[src/logic/eeprom_ctrl_pkg.sv]
/*
  constants for the serial eeprom command controller: register offsets, field
  positions, command codes, reset values and timing counts.
  assumes a 20 MHz system clock and a 32-bit AXI4-Lite register bus.
*/
package eeprom_ctrl_pkg;
  // register byte offsets
  localparam logic [11:0] CMD_REG_OFS  = 12'h030;
  localparam logic [11:0] DATA_REG_OFS = 12'h034;
  // command register fields
  localparam int BUSY_BIT    = 31;
  localparam int CODE_HI     = 30;
  localparam int CODE_LO     = 28;
  localparam int TIMEOUT_BIT = 10;
  localparam int LOADED_BIT  = 9;
  localparam int ADDR_HI     = 8;
  localparam int ADDR_W      = 9;
  localparam int DATA_W      = 8;
  // command codes
  typedef enum logic [2:0] {
    CMD_READ   = 3'h0,
    CMD_EW_DISABLE = 3'h1,
    CMD_EW_ENABLE  = 3'h2,
    CMD_WRITE      = 3'h3,
    CMD_WRITE_ALL  = 3'h4,
    CMD_ERASE      = 3'h5,
    CMD_ERASE_ALL  = 3'h6,
    CMD_RELOAD = 3'h7
  } command_code_t;
  localparam logic [2:0]        CODE_RESET  = 3'h0;
  localparam logic [ADDR_W-1:0] ADDR_RESET  = 9'h000;
  localparam logic [DATA_W-1:0] DATA_RESET  = 8'h00;
  localparam logic [7:0]        SIGNATURE   = 8'ha5;
  localparam logic [ADDR_W-1:0] LAST_ADDR   = 9'h1ff;
  localparam logic [ADDR_W-1:0] CFG_LEN     = 9'h010;
  // timing: 30 ms limit at 20 MHz
  localparam int CLK_HZ         = 20_000_000;
  localparam int TIMEOUT_MS     = 30;
  localparam int TIMEOUT_CYCLES = (CLK_HZ / 1000) * TIMEOUT_MS;
  // serial bit-time divider
  localparam int SER_DIV        = 4;
  // axi response codes
  localparam logic [1:0] RESP_OKAY   = 2'h0;
  localparam logic [1:0] RESP_SLVERR = 2'h2;
endpackage

[src/logic/serial_eeprom_command_ctrl.sv]
/*
  eeprom command and status logic: AXI4-Lite register slave, command sequencer,
  power-up configuration load and a simple bit-serial port to the eeprom.
  assumes all inputs synchronous to CLK_SYS; the eeprom answers on SER_DI.
*/
`timescale 1ns/1ns

module serial_eeprom_command_ctrl
  import eeprom_ctrl_pkg::*;
(
  input  wire logic                          CLK_SYS,
  input  wire logic                          RESETN,
  input  wire logic [11:0]                   S_AXI_AWADDR,
  input  wire logic                          S_AXI_AWVALID,
  output logic                               S_AXI_AWREADY,
  input  wire logic [31:0]                   S_AXI_WDATA,
  input  wire logic [3:0]                    S_AXI_WSTRB,
  input  wire logic                          S_AXI_WVALID,
  output logic                               S_AXI_WREADY,
  output logic [1:0]                         S_AXI_BRESP,
  output logic                               S_AXI_BVALID,
  input  wire logic                          S_AXI_BREADY,
  input  wire logic [11:0]                   S_AXI_ARADDR,
  input  wire logic                          S_AXI_ARVALID,
  output logic                               S_AXI_ARREADY,
  output logic [31:0]                        S_AXI_RDATA,
  output logic [1:0]                         S_AXI_RRESP,
  output logic                               S_AXI_RVALID,
  input  wire logic                          S_AXI_RREADY,
  output logic                               SER_CS,
  output logic                               SER_CLK,
  output logic                               SER_DO,
  input  wire logic                          SER_DI,
  output logic                               CFG_BYTE_VALID,
  output logic [eeprom_ctrl_pkg::ADDR_W-1:0] CFG_BYTE_ADDR,
  output logic [eeprom_ctrl_pkg::DATA_W-1:0] CFG_BYTE_DATA,
  output logic                               CFG_COMMIT
);
  import eeprom_ctrl_pkg::*;

  typedef enum logic [2:0] {
    ST_IDLE  = 3'h0,
    ST_SHIFT = 3'h1,
    ST_WAIT  = 3'h2,
    ST_NEXT  = 3'h3,
    ST_DONE  = 3'h4
  } seq_state_t;

  // serial frame: start bit, 2-bit opcode, 9-bit address, 8 data bits
  localparam int FRAME_W = 20;

  // opcode bits and address prefix sent for each command
  function automatic logic [FRAME_W-1:0] make_frame(input logic [2:0] code,
                                                    input logic [ADDR_W-1:0] adr,
                                                    input logic [DATA_W-1:0] dat);
    logic [1:0]        op;
    logic [ADDR_W-1:0] a;
    op = 2'h0;
    a  = adr;
    case (code)
      CMD_READ:   op = 2'h2;
      CMD_RELOAD: op = 2'h2;
      CMD_WRITE:  op = 2'h1;
      CMD_ERASE:  op = 2'h3;
      CMD_EW_DISABLE: a = 9'h000;
      CMD_EW_ENABLE:  a = 9'h180;
      CMD_WRITE_ALL:  a = 9'h080;
      CMD_ERASE_ALL:  a = 9'h100;
      default:    op = 2'h0;
    endcase
    make_frame = {1'b1, op, a, dat};
  endfunction

  // commands that expect the eeprom to signal ready after programming
  function automatic logic is_program(input logic [2:0] code);
    is_program = (code == CMD_WRITE) || (code == CMD_WRITE_ALL) ||
                 (code == CMD_ERASE) || (code == CMD_ERASE_ALL);
  endfunction

  // registers
  logic                      busy_q, busy_d;
  logic [2:0]                code_q;
  logic [ADDR_W-1:0]         addr_q;
  logic [DATA_W-1:0]         data_q;
  logic                      tmo_flag_q, loaded_q;
  seq_state_t                st_q, st_d;
  logic [FRAME_W-1:0]        sh_q;
  logic [4:0]                bit_q;
  logic [1:0]                div_q;
  logic [DATA_W-1:0]         rx_q;
  logic [19:0]               tmo_q;
  logic                      load_q;     // sequence is a configuration load
  logic [ADDR_W-1:0]         ld_adr_q;
  logic                      sig_ok_q;
  logic                      cs_q, sclk_q, do_q;
  logic                      cfg_v_q, commit_q;
  logic [ADDR_W-1:0]         cfg_a_q;
  logic [DATA_W-1:0]         cfg_d_q;

  // axi slave registers
  logic                      awr_q, wr_q, bv_q, arr_q, rv_q;
  logic [11:0]               awa_q;
  logic [31:0]               wd_q;
  logic [3:0]                ws_q;
  logic                      aw_have_q, w_have_q;
  logic [31:0]               rd_q;
  logic [1:0]                bresp_q, rresp_q;

  // write decode once both address and data are held
  wire        wr_fire   = aw_have_q && w_have_q && !bv_q;
  wire        wr_cmd    = wr_fire && (awa_q == CMD_REG_OFS);
  wire        wr_dat    = wr_fire && (awa_q == DATA_REG_OFS);
  wire        wr_bad    = wr_fire && !(wr_cmd || wr_dat);
  wire        start_cmd = wr_cmd && ws_q[3] && wd_q[BUSY_BIT] && !busy_q;
  wire        rd_fire   = S_AXI_ARVALID && arr_q;
  wire        rd_cmd    = (S_AXI_ARADDR[11:2] == CMD_REG_OFS[11:2]);
  wire        rd_dat    = (S_AXI_ARADDR[11:2] == DATA_REG_OFS[11:2]);
  wire [31:0] cmd_view  = {busy_q, code_q, 17'h00000, tmo_flag_q, loaded_q, addr_q};

  // serial timing
  wire        tick      = (div_q == 2'(SER_DIV - 1));
  wire        rise      = tick && !sclk_q;
  wire        fall      = tick && sclk_q;
  wire        frame_end = fall && (bit_q == 5'(FRAME_W - 1));
  wire        want_rdy  = is_program(code_q) && !load_q;
  wire        eep_ready = SER_DI;
  wire        tmo_hit   = (tmo_q == 20'(TIMEOUT_CYCLES - 1));
  // address has already stepped past the byte just read: all bytes done
  wire        ld_last   = (ld_adr_q == CFG_LEN);
  wire        sig_now   = (ld_adr_q == 9'h000) && (rx_q == SIGNATURE);

  // sequencer next state
  always_comb begin
    st_d   = st_q;
    busy_d = busy_q;
    case (st_q)
      ST_IDLE:  if (start_cmd) st_d = ST_SHIFT;
      ST_SHIFT: if (frame_end) st_d = want_rdy ? ST_WAIT : ST_NEXT;
      ST_WAIT:  if (eep_ready || tmo_hit) st_d = ST_DONE;
      ST_NEXT:  st_d = (load_q && !ld_last && (sig_ok_q || ld_adr_q == 9'h000) &&
                        !(ld_adr_q == 9'h000 && !sig_ok_q)) ? ST_SHIFT : ST_DONE;
      ST_DONE:  begin
        st_d   = ST_IDLE;
        busy_d = 1'b0;
      end
      default:  st_d = ST_IDLE;
    endcase
  end

  // sequencer state, busy and load tracking
  always_ff @(posedge CLK_SYS) begin
    if (!RESETN) begin
      st_q     <= ST_SHIFT;
      busy_q   <= 1'b1;
      load_q   <= 1'b1;
      ld_adr_q <= ADDR_RESET;
      sig_ok_q <= 1'b0;
    end else begin
      st_q   <= st_d;
      busy_q <= start_cmd ? 1'b1 : busy_d;
      if (start_cmd) begin
        load_q   <= (wd_q[CODE_HI:CODE_LO] == CMD_RELOAD);
        ld_adr_q <= ADDR_RESET;
        sig_ok_q <= 1'b0;
      end else if (frame_end && load_q) begin
        if (ld_adr_q == 9'h000) sig_ok_q <= sig_now;
        ld_adr_q <= ld_adr_q + 9'h001;
      end
    end
  end

  // serial shifter: frame out msb first, read byte sampled on rising clock
  always_ff @(posedge CLK_SYS) begin
    if (!RESETN) begin
      div_q  <= 2'h0;
      sclk_q <= 1'b0;
      cs_q   <= 1'b0;
      do_q   <= 1'b0;
      bit_q  <= 5'h00;
      sh_q   <= make_frame(CMD_READ, ADDR_RESET, DATA_RESET);
      rx_q   <= DATA_RESET;
    end else if (st_q == ST_SHIFT) begin
      div_q <= tick ? 2'h0 : div_q + 2'h1;
      cs_q  <= 1'b1;
      if (rise) begin
        sclk_q <= 1'b1;
        do_q   <= sh_q[FRAME_W-1];
        rx_q   <= {rx_q[6:0], SER_DI};
      end
      if (fall) begin
        sclk_q <= 1'b0;
        sh_q   <= {sh_q[FRAME_W-2:0], 1'b0};
        bit_q  <= frame_end ? 5'h00 : bit_q + 5'h01;
      end
    end else begin
      div_q  <= 2'h0;
      sclk_q <= 1'b0;
      cs_q   <= (st_q == ST_WAIT);     // chip select held while polling ready
      do_q   <= 1'b0;
      bit_q  <= 5'h00;
      if (start_cmd)
        sh_q <= make_frame(wd_q[CODE_HI:CODE_LO], wd_q[ADDR_HI:0], data_q);
      else if (st_q == ST_NEXT)
        sh_q <= make_frame(CMD_READ, ld_adr_q, DATA_RESET);
    end
  end

  // time-out counter runs only while polling for program completion
  always_ff @(posedge CLK_SYS) begin
    if (!RESETN) tmo_q <= 20'h00000;
    else if (st_q == ST_WAIT && !tmo_hit) tmo_q <= tmo_q + 20'h00001;
    else if (st_q != ST_WAIT) tmo_q <= 20'h00000;
  end

  // command register fields, data register and sticky status flags
  always_ff @(posedge CLK_SYS) begin
    if (!RESETN) begin
      code_q     <= CODE_RESET;
      addr_q     <= ADDR_RESET;
      data_q     <= DATA_RESET;
      tmo_flag_q <= 1'b0;
      loaded_q   <= 1'b0;
    end else begin
      if (wr_cmd && ws_q[3]) code_q <= wd_q[CODE_HI:CODE_LO];
      if (wr_cmd && ws_q[0]) addr_q[7:0] <= wd_q[7:0];
      if (wr_cmd && ws_q[1]) addr_q[8] <= wd_q[ADDR_HI];
      if (wr_dat && ws_q[0]) data_q <= wd_q[DATA_W-1:0];
      if (frame_end && !load_q && code_q == CMD_READ) data_q <= rx_q;
      // set wins over a write-one clear
      if (st_q == ST_WAIT && !eep_ready && tmo_hit) tmo_flag_q <= 1'b1;
      else if (wr_cmd && ws_q[1] && wd_q[TIMEOUT_BIT]) tmo_flag_q <= 1'b0;
      if (st_q == ST_NEXT && load_q && ld_last && sig_ok_q) loaded_q <= 1'b1;
      else if (wr_cmd && ws_q[1] && wd_q[LOADED_BIT]) loaded_q <= 1'b0;
    end
  end

  // configuration bytes: staged out, committed only after a valid signature
  always_ff @(posedge CLK_SYS) begin
    if (!RESETN) begin
      cfg_v_q  <= 1'b0;
      cfg_a_q  <= ADDR_RESET;
      cfg_d_q  <= DATA_RESET;
      commit_q <= 1'b0;
    end else begin
      cfg_v_q  <= frame_end && load_q;
      commit_q <= st_q == ST_NEXT && load_q && ld_last && sig_ok_q;
      if (frame_end && load_q) begin
        cfg_a_q <= ld_adr_q;
        cfg_d_q <= rx_q;
      end
    end
  end

  // axi write channels: take address and data in either order
  always_ff @(posedge CLK_SYS) begin
    if (!RESETN) begin
      awr_q     <= 1'b1;
      wr_q      <= 1'b1;
      aw_have_q <= 1'b0;
      w_have_q  <= 1'b0;
      awa_q     <= 12'h000;
      wd_q      <= 32'h00000000;
      ws_q      <= 4'h0;
      bv_q      <= 1'b0;
      bresp_q   <= RESP_OKAY;
    end else begin
      if (S_AXI_AWVALID && awr_q) begin
        awa_q     <= {S_AXI_AWADDR[11:2], 2'h0};
        aw_have_q <= 1'b1;
        awr_q     <= 1'b0;
      end
      if (S_AXI_WVALID && wr_q) begin
        wd_q     <= S_AXI_WDATA;
        ws_q     <= S_AXI_WSTRB;
        w_have_q <= 1'b1;
        wr_q     <= 1'b0;
      end
      if (wr_fire) begin
        bv_q      <= 1'b1;
        bresp_q   <= wr_bad ? RESP_SLVERR : RESP_OKAY;
        aw_have_q <= 1'b0;
        w_have_q  <= 1'b0;
      end
      if (bv_q && S_AXI_BREADY) begin
        bv_q  <= 1'b0;
        awr_q <= 1'b1;
        wr_q  <= 1'b1;
      end
    end
  end

  // axi read channel: one-cycle registered answer
  always_ff @(posedge CLK_SYS) begin
    if (!RESETN) begin
      arr_q   <= 1'b1;
      rv_q    <= 1'b0;
      rd_q    <= 32'h00000000;
      rresp_q <= RESP_OKAY;
    end else if (rd_fire) begin
      arr_q   <= 1'b0;
      rv_q    <= 1'b1;
      rd_q    <= rd_cmd ? cmd_view : rd_dat ? {24'h000000, data_q} : 32'h00000000;
      rresp_q <= (rd_cmd || rd_dat) ? RESP_OKAY : RESP_SLVERR;
    end else if (rv_q && S_AXI_RREADY) begin
      rv_q  <= 1'b0;
      arr_q <= 1'b1;
    end
  end

  // outputs straight from flip-flops
  assign S_AXI_AWREADY  = awr_q;
  assign S_AXI_WREADY   = wr_q;
  assign S_AXI_BVALID   = bv_q;
  assign S_AXI_BRESP    = bresp_q;
  assign S_AXI_ARREADY  = arr_q;
  assign S_AXI_RVALID   = rv_q;
  assign S_AXI_RDATA    = rd_q;
  assign S_AXI_RRESP    = rresp_q;
  assign SER_CS         = cs_q;
  assign SER_CLK        = sclk_q;
  assign SER_DO         = do_q;
  assign CFG_BYTE_VALID = cfg_v_q;
  assign CFG_BYTE_ADDR  = cfg_a_q;
  assign CFG_BYTE_DATA  = cfg_d_q;
  assign CFG_COMMIT     = commit_q;

endmodule // serial_eeprom_command_ctrl

[config.mk]
export PLATFORM = sky130hd
export DESIGN_NAME = serial_eeprom_command_ctrl
export DESIGN_NICKNAME = d
export VERILOG_FILES = /design/src/logic/eeprom_ctrl_pkg.sv /design/src/logic/serial_eeprom_command_ctrl.sv
export SDC_FILE = /design/constraint.sdc
export NUM_CORES = 1
export LEC_CHECK = 0
export BUFFER_PORTS_ARGS = -buffer_cell sky130_fd_sc_hd__buf_4
export CORE_MARGIN = 2
export CORE_UTILIZATION = 45
export DETAILED_ROUTE_END_ITERATION = 10
export HOLD_SLACK_MARGIN = 0.1
export PLACE_DENSITY_LB_ADDON = 0.15
export SLEW_MARGIN = 10
export SYNTH_ARGS = -nofsm -noshare
export SYNTH_HDL_FRONTEND = slang
export SYNTH_SLANG_ARGS = --single-unit
[constraint.sdc]
create_clock -name CLK_SYS -period 2.3 [get_ports CLK_SYS]
set_input_delay 0.115 -clock CLK_SYS [delete_from_list [all_inputs] [get_ports CLK_SYS]]
set_output_delay 0.115 -clock CLK_SYS [all_outputs]
set_load 0.01 [all_outputs]
# --- Word level (Yosys, flattened, before mapping) ---
# Cells that the tools add are included.
totals:
  reg_bits: 203
  latchBits: 0
  mem_bits_rw: 0
  romBits: 0
  input_bits: 68
  out_inout_bits: 63
  elab_cells: 175
  n_memories: 0
classes:
  addsub: 4
  multipliers: 0
  n_div: 0
  order_cmp: 0
  eq_ne: 29
  shifts: 0
  n_mux: 30
  bitwise_logic: 2
  reduce_logical: 74
op_table:
  columns: ["op", "n"]
  rows:
  - ["2-to-1 mux 20 bit", 6]
  - ["equality test 10 x 4 -> 1 bit (second input constant)", 4]
  - ["logical AND 1 bit", 36]
  - ["one-hot mux 9 bit (4 select lines)", 1]
  - ["2-to-1 mux 32 bit", 1]
  - ["equality test 3 bit (second input constant)", 8]
  - ["2-to-1 mux 8 bit", 3]
  - ["adder 20 x 1 -> 20 bit (second input constant)", 1]
  - ["equality test 20 bit (second input constant)", 1]
  - ["equality test 3 x 2 -> 1 bit (second input constant)", 5]
  - ["2-to-1 mux 3 bit", 4]
  - ["one-hot mux 3 bit (4 select lines)", 1]
  - ["logical NOT 1 bit", 10]
  - ["2-to-1 mux 1 bit", 10]
  - ["nonzero test 2 bit", 5]
  - ["adder 9 x 1 -> 9 bit (second input constant)", 1]
  - ["equality test 9 x 5 -> 1 bit (second input constant)", 1]
  - ["logical NOT 3 bit", 3]
  - ["logical NOT 9 bit", 1]
  - ["equality test 8 bit (second input constant)", 1]
  - ["inequality test 2 bit (second input constant)", 4]
  - ["AND reduction 2 bit", 4]
  - ["OR reduction 2 bit", 4]
  - ["logical OR 1 bit", 7]
  - ["other kinds (13)", 17]

# --- Longest topological paths before layout ---
# Gate-level depths: netlist (run 1).
logic_depth:
  ltp_word: 8
  mapped_depth: 8
  ltp_nobuf: 7

# --- Worst setup path before layout (run 1) ---
# OpenSTA, ideal clock, no wires.
synth_timing:
  path_kind: "register to register"
  startpoint: "reg tmo_q[6]"
  endpoint: "reg tmo_q[7]"
  setup_time_ns: 0.128
  t_arrival_ns: 1.893
  t_required_ns: 2.172
  path_slack_ns: 0.279
  stages_incl_launch_ff: 7
  n_path_buf: 1
  period_less_slack_ns: 2.021
  path_cell_list: "dfxtp_1 or4b_1 or4_4 buf_6 o2111ai_2 xor2_1 nor2_1"
synth_between:
  elab_chain_cells: 4
  elab_cells_between_ends: 6
  cone_classes: "add/sub (1); eq/ne (1); mux (1); reduce/logical (3)"
synth_lines:
  columns: ["element", "line_no", "rtl"]
  rows:
  - ["start: declaration", "serial_eeprom_command_ctrl.sv:91", "logic [19:0] tmo_q;"]
  - ["start signal: assignment", "serial_eeprom_command_ctrl.sv:211", "else if (st_q == ST_WAIT && !tmo_hit) tmo_q <= tmo_q + 20'h00001;"]
  - ["branches (longest 4 deep; another with adder 20 x 1 -> 20 bit)", null, null]
# Several ways; the timed one is not identified.
# A chain may end at the register's enable or synchronous reset.

# --- Final worst setup path (run 1) ---
layout_timing:
  startpoint: "reg tmo_q[6]"
  endpoint: "reg tmo_q[16]"
# Same word-level chain as after synthesis.

==> results by group, run 1 <==
Final layout
  – Antenna fix cells: 0
  – Fin util: just under 60%
  – Fraction of layout cells with a size suffix above 1: between 10% and 20%
  – Multi-input gate area: about 3500 um^2
  – Register Area: roughly 3300 um^2
  – Syn-to-layout area delta: 26.1%
  – Filler cells: approximately 1.3k
  – Nets: around 1.0k

Synthesis
  – Mean Syn Cell Area: ~8.5 um^2
  – Mapped Area: around 7100 um^2
  – Seq/Total Area, Yosys: about 47%
  – Seq cells post-synth: roughly 170
  – Cell taking the most area after synthesis: dfxtp_1
  – Post-Synthesis Cells: ~830
  – Ranking of synthesized cells by area: dfxtp_1, nand2_1, a21oi_1
  – Synth unique cells: 65
  – Post-synth top area share: a little under half
  – Synthesis Warnings: 0
  – Ys flop type: dfxtp_1
  – Post-synth EDFFs: 0
  – Async SR Flop Fraction: 0%

Die
  – Core Region: 15300 um^2
  – Die area: about 17000 um^2
  – Site Rows: between 40 and 50
  – Die H: 129 um
  – Initial Util: 46.3%
  – Die Width: ~130 um
  – Ports: 131

Worst setup path
  – Crit-path cells: or4b_1, or4_4, o21ai_4, or3_1, a21oi_1
  – Largest stage delay on the critical path: 670 ps
  – Top Family by Delay on Critical Path: simple AND/OR/NAND/NOR gates
  – Worst path required time: 2600 ps
  – Worst Path Buf+Inv: 0
  – CP max-delay cell: or4_4
  – Critical Path AT: between 2000 and 2500 ps
  – CP Class: register to register
  – Crit path max fanout: 11
  – Critical Path Sink Type: register
  – Startpoint Class: register

Routing
  – Post-route DRC: 0
  – Antenna viol nets, final: 0
  – DR pass1 iterations: 6
  – Routed wire length: 17.4 mm
  – 1st-iter DRT viols: ~370
  – Via count: roughly 6.3k
  – Routed len/inst: between 10 and 15 um
  – Vias per inst: between 5 and 6

STA
  – Slew margin rel.: 49.3%
  – Worst slew pin tran: 761 ps
  – Fmax: between 400 and 500 MHz
  – Fin. Hold Viols: 0
  – Min Tclk post-route: about 2200 ps
  – Max Clock Skew: between 9 and 10 ps
  – # setup viols final: 0
  – Fin. max-slew vios: 0
  – Unrepaired setup endpoints after global routing: no
  – Final Cycle Share: approximately 95%
  – TNS Setup: 0 ps

GRT
  – Initial antenna violation count: 0
  – GR Util met3: 4.13%
  – Busiest metal layer after global routing: met2
  – Largest net degree at the start of global routing: 38
  – Vias in the first global route: ~6.0k
  – First-pass GRT wire length: 29.0 mm
  – GRT overflow: 0
  – M1 GR Usage: 29.1%
  – Met2 Track Usage GR: between 30% and 40%
  – Total GRT Usage: between 20 and 25%

Pwr
  – Clk pwr share: 45.1%
  – Internal Pwr Total: 4.70 mW
  – P per Cell Area: 679 nW/um^2
  – Total Power: 6.06 mW
  – Maximum VDD drop: just over 0.6 mV
  – NetSw: 1.35 mW
  – Sw frac: between 20 and 25%
  – Leakage: 3.51 nW
  – Sequential power share: about half
  – Gate power share: 5.8%

Status
  – Outcome: finished clean

Clock tree
  – Worst-Skew Late Latency: 430 ps
  – Clk pin slew, worst setup/hold paths: 60 ps
  – Root Driver: clkbuf_16
  – Clk buf depth: 2
  – Cts bufs inserted: 17
  – H-tree lvl count: 4
  – CTS tree: yes
  – Clk sinks: approximately 170

Placement
  – Port bufs: around 90
  – Final RePlAce weighted congestion: slightly below 0.9
  – Hpwl dp: between 10 and 15 mm

Run
  – Max Cap Violations: 0

Hold path
  – HP Class: input port to register
-- cell families (layout without fill, tap and decap cells) --
family                     Yosys count  after routing  share of synthesized area [%]
adders and majority gates            5              5                          0.885
and+or+nand+nor                    338            338                           22.3
muxes                               35             35                           5.04
AOI/OAI and AO/OA                  189            189                           16.5
buffers and inverters               75            195                           5.15
xor gates and xnor gates            25             25                           3.10
other                                1             19                         0.0530
DFF                                166            166                           47.0
-- sequential cells by signal (all words and copies together), names as in the netlist, 2 cells and up --
register	count
data_q	8
code_q	3
S_AXI_RDATA	15
ld_adr_q	9
tmo_q	20
awa_q	10
div_q	2
ws_q	3
sh_q	20
addr_q	9
bit_q	5
CFG_BYTE_DATA	8
wd_q	15
rx_q	8
CFG_BYTE_ADDR	9
st_q	3
-- what timing repair did --
| item | 4_1_cts | 5_1_grt |
|---|---|---|
| hold buffers | 37 | 0 |
| gates resized for setup | 0 | 1 |
| endpoints found under the setup margin | 0 | 12 |
| endpoints found under the hold margin | 46 | 0 |
| setup buffers | 0 | 1 |
-- synthesized netlist by cell type, types with 9 or more instances --
library cell  count
o21ai_0          29
mux2i_1          30
buf_4            19
nand2_1         131
dfxtp_1         166
nor2_1           95
nand3_1          29
clkbuf_1         41
xor2_1           20
a21oi_1          88
nor3_1           10
nand4_1           9
-- stage by stage --
stage	instance area [um^2]	instances	setup WS [ps]	hold slack, ps
6_report	8910	1183	110	182
5_1_grt	8910	1183	40.2	231
4_1_cts	8900	1182	61.6	164
3_5_place_dp	7980	1115	74.3	329
3_3_place_gp	7980	1115	127	315
2_1_floorplan	7140	852	279	215
-- final timing paths --
path,slack (ps),endpoint,cells after the start,from
worst max-delay path,110,tmo_q[16],5,tmo_q[6]
worst min-delay path,180,S_AXI_RDATA[1],5,S_AXI_ARADDR[2]
worst max register to register,110,tmo_q[16],5,tmo_q[6]
worst min register to register,420,div_q[0],1,div_q[0]
-- power groups by stage --
stage	logic [mW]	clock network, mW	registers, mW
after floorplan	0.198	0	3.02
after global placement	0.294	0	3.03
after detailed placement	0.300	0	3.04
after CTS	0.352	2.78	2.97
after global routing	0.393	2.89	2.98
final	0.353	2.73	2.97
-- cells in the final DEF (no fill, tap or decap), types with 19 or more instances in the layout --
master         count
dlygate4sd3_1     37
conb_1            19
o21ai_0           29
dfxtp_1          166
nand3_1           29
buf_4            119
xor2_1            20
a21oi_1           88
nor2_1            95
mux2i_1           30
nand2_1          131
-- final cells by class --
class                      count  share of cell area, %
timing repair buffer         157                   14.4
inverter                       8                  0.337
tap                          211                   2.96
multi-input combinational    611                   38.8
sequential                   166                   37.3
clock inverter                10                   1.21
clock buffer                  20                   5.01
-- tightest hold or removal path, delay by kind of cell --
family,cells,cell delay [ps]
buf+inv,1,170
simple gates,2,150
mux,1,90
compound gates,1,40
-- layer usage --
layer / up-vias / share of wire [%]
met1: 2955 / 48
met4: 0 / 1.6
met3: 26 / 3.9
met2: 159 / 46
met5: - / 0
li1: 3125 / -
Note: power is estimated with default switching activity, not from simulation.
==> inputs of run 2 (changes only) <==
--- a/config.mk
+++ b/config.mk
@@ -6,6 +6,7 @@
 export NUM_CORES = 1
 export LEC_CHECK = 0
 export BUFFER_PORTS_ARGS = -buffer_cell sky130_fd_sc_hd__buf_4
+export CORE_ASPECT_RATIO = 1.75
 export CORE_MARGIN = 2
 export CORE_UTILIZATION = 45
 export DETAILED_ROUTE_END_ITERATION = 10
==> run 2 against run 1 <==
Compared with the run above: hold slack improved by 32 ps; register-to-register slack is essentially flat; first-iteration DRC count fell by 25%; sequential power barely moved; die area grew 0.24%; maximum frequency is essentially flat; combinational power barely moved; via count down 1.6%; critical path depth up 1; non-clock buffer count is 5 higher; critical endpoint is now tmo_q[7]; final cell count shrank 1.5%.
==> results by group, run 2 (synthesis gave the netlist of run 1 again) <==
Worst setup path
  – CP Class: register to register (unchanged)
  – Crit-path cells: or4b_1, or4_4, buf_4, o2111ai_2, xor2_1, nor2_1 (was or4b_1, or4_4, o21ai_4, or3_1, a21oi_1)
  – RR Startpoint: tmo_q[15] (was tmo_q[6])
  – Crit path max fanout: 7 (was 11)
  – Critical Path Sink Type: register (unchanged)
  – Worst Path Buf+Inv: 1 (was 0)
  – Top Family by Delay on Critical Path: simple AND/OR/NAND/NOR gates (unchanged)
  – Critical Path Stages: 6 (was 5)
  – Register-to-register setup slack: 110 ps (about the same)
  – Critical Path AT: 2480 ps (was 2490 ps)
  – Startpoint Class: register (unchanged)
  – Worst path required time: 2590 ps (was 2600 ps)
  – Largest stage delay on the critical path: 640 ps (was 670 ps)
  – Crit path to: tmo_q[7] (was tmo_q[16])
  – Worst r2r dst: tmo_q[7] (was tmo_q[16])
  – Crit path from: tmo_q[15] (was tmo_q[6])
  – CP max-delay cell: or4_4 (unchanged)
  – Path depth of the worst reg2reg path: 6 (was 5)

STA
  – Worst slew pin tran: 690 ps (was 761 ps)
  – Fmax: 456 MHz (was 457 MHz)
  – Unrepaired setup endpoints after global routing: no (unchanged)
  – TNS Setup: 0 ps (unchanged)
  – # setup viols final: 0 (unchanged)
  – Min Tclk post-route: 2190 ps (about the same)
  – Slew margin rel.: 54.0% (was 49.3%)
  – Max Clock Skew: 13.0 ps (was 9.93 ps)
  – Fin. max-slew vios: 0 (unchanged)
  – Final Cycle Share: 95.3% (was 95.2%)
  – Fin. Hold Viols: 0 (unchanged)

Clock tree
  – CTS tree: yes (unchanged)
  – Root Driver: clkbuf_16 (unchanged)
  – Worst-Skew Late Latency: 420 ps (was 430 ps)
  – Cts bufs inserted: 17 (unchanged)
  – H-tree lvl count: 4 (unchanged)
  – Clk sinks: 166 (unchanged)
  – Postcts setup bufs: 0 (unchanged)
  – Clk buf depth: 2 (unchanged)
  – Clk pin slew, worst setup/hold paths: 70 ps (was 60 ps)

Routing
  – Routed wire length: 18.1 mm (was 17.4 mm)
  – Routed len/inst: 15.5 um (was 14.7 um)
  – Via count: 6166 (was 6265)
  – Post-route DRC: 0 (unchanged)
  – 1st-iter DRT viols: 279 (was 373)
  – Vias per inst: 5.29 (was 5.30)
  – Antenna viol nets, final: 0 (unchanged)
  – DR pass1 iterations: 5 (was 6)

Run
  – Max Cap Violations: 0 (unchanged)

GRT
  – Vias in the first global route: 5952 (was 5984)
  – Total GRT Usage: 21.7% (about the same)
  – First-pass GRT wire length: 29.4 mm (was 29.0 mm)
  – GRT overflow: 0 (unchanged)
  – Initial antenna violation count: 0 (unchanged)
  – Largest net degree at the start of global routing: 38 (unchanged)

Hold path
  – HP Start: S_AXI_ARADDR[2] (unchanged)
  – HP Class: input port to register (unchanged)

Die
  – Initial Util: 46.0% (was 46.3%)
  – Ports: 131 (unchanged)
  – Core Region: 15400 um^2 (was 15300 um^2)
  – Site Rows: 60 (was 45)
  – Die H: 170 um (was 129 um)
  – Die Width: 98.8 um (was 129 um)
  – Die area: 16800 um^2 (was 16700 um^2)

Status
  – Outcome: finished clean (unchanged)

Pwr
  – P per Cell Area: 681 nW/um^2 (was 679 nW/um^2)
  – Maximum VDD drop: 0.415 mV (was 0.607 mV)
  – Leakage: 3.54 nW (was 3.51 nW)

Placement
  – Post-Place Cell Area: 8000 um^2 (was 7980 um^2)
  – Port bufs: 89 (unchanged)
  – Final RePlAce weighted congestion: 0.862 (was 0.875)
  – Hpwl dp: 12.9 mm (was 12.4 mm)

Final layout
  – Largest registers: sh_q x20, tmo_q x20 (unchanged)
  – Antenna fix cells: 0 (unchanged)
  – Post-route design area: 8960 um^2 (was 8910 um^2)
  – Nets: 1039 (was 1034)
  – Most frequent cells in the layout: dfxtp_1, nand2_1, buf_4, nor2_1, a21oi_1 (unchanged)
  – Filler cells: 1430 (was 1349)
  – Fraction of layout cells with a size suffix above 1: 18.5% (was 17.7%)
  – Syn-to-layout area delta: 26.6% (was 26.1%)
  – Most common cell after layout, fill and taps aside: dfxtp_1 (unchanged)
==> run 2: cell types whose count changed in the layout (fill, tap and decap cells not counted), moves of 2 or more <==
cell        before  now
clkinvlp_4       0    2
inv_6            0    3
clkbuf_1         2    0
inv_8            0    5
clkinv_2         6    0
bufinv_16        2    0
buf_4          119  123
==> run 2: area by class of cell <==
type / count / area, um^2 / share of cell area (%)
inverter: 8 / 30.0 / 0.335
tap: 186 / 233 / 2.60
sequential: 166 / 3320 / 37.1
timing repair buffer: 162 / 1330 / 14.9
clock buffer: 19 / 453 / 5.06
clock inverter: 13 / 131 / 1.47
multi-input combinational: 611 / 3450 / 38.5
==> run 2: layer usage <==
layer  vias to the layer above  part of all wire, %  global-route usage (%)
met5                         -                    0                       0
met4                         0                  2.9                    9.35
met3                        31                  1.9                    3.08
met2                       100                   55                    41.7
met1                      2904                   40                    23.0
li1                       3131                    -                       -
==> run 2: report_power, final <==
| group | internal (mW) | switching, mW | leakage [nW] |
|---|---|---|---|
| registers | 2.92 | 0.0449 | 1.34 |
| logic | 0.169 | 0.186 | 1.91 |
| clock network | 1.50 | 1.28 | 0.283 |
| total | 4.59 | 1.51 | 3.54 |
==> run 2: what timing repair did <==
action                    CTS  global route
gates resized for setup     0             0
hold buffers               37             0
hold endpoints to repair   37             0
==> run 2: how the worst min path moves through the flow <==
stage / to / depth (start not counted) / slack, ps
2_1_floorplan: S_AXI_AWREADY / 1 / 220
3_3_place_gp: S_AXI_AWREADY / 2 / 310
3_5_place_dp: S_AXI_WREADY / 2 / 320
4_1_cts: S_AXI_RDATA[5] / 5 / 200
5_1_grt: S_AXI_RDATA[5] / 5 / 240
6_report: S_AXI_RDATA[6] / 5 / 210
==> run 2: worst min-delay path, delay by kind of cell <==
kind            cells  cell delay, ps
simple gates        2             160
mux                 1             100
buf+inv             1             180
compound gates      1              50
==> run 2: stage by stage <==
step	setup slack, ps	util, %	power [mW]	instances	hold WS (ps)
floorplan	279	-	3.22	852	215
finish	109	58.2	6.10	1165	214
global route	19.7	58.2	6.31	1165	242
global placement	146	52.0	3.34	1096	315
CTS	104	58.2	6.16	1165	205
detailed placement	115	52.0	3.34	1096	323
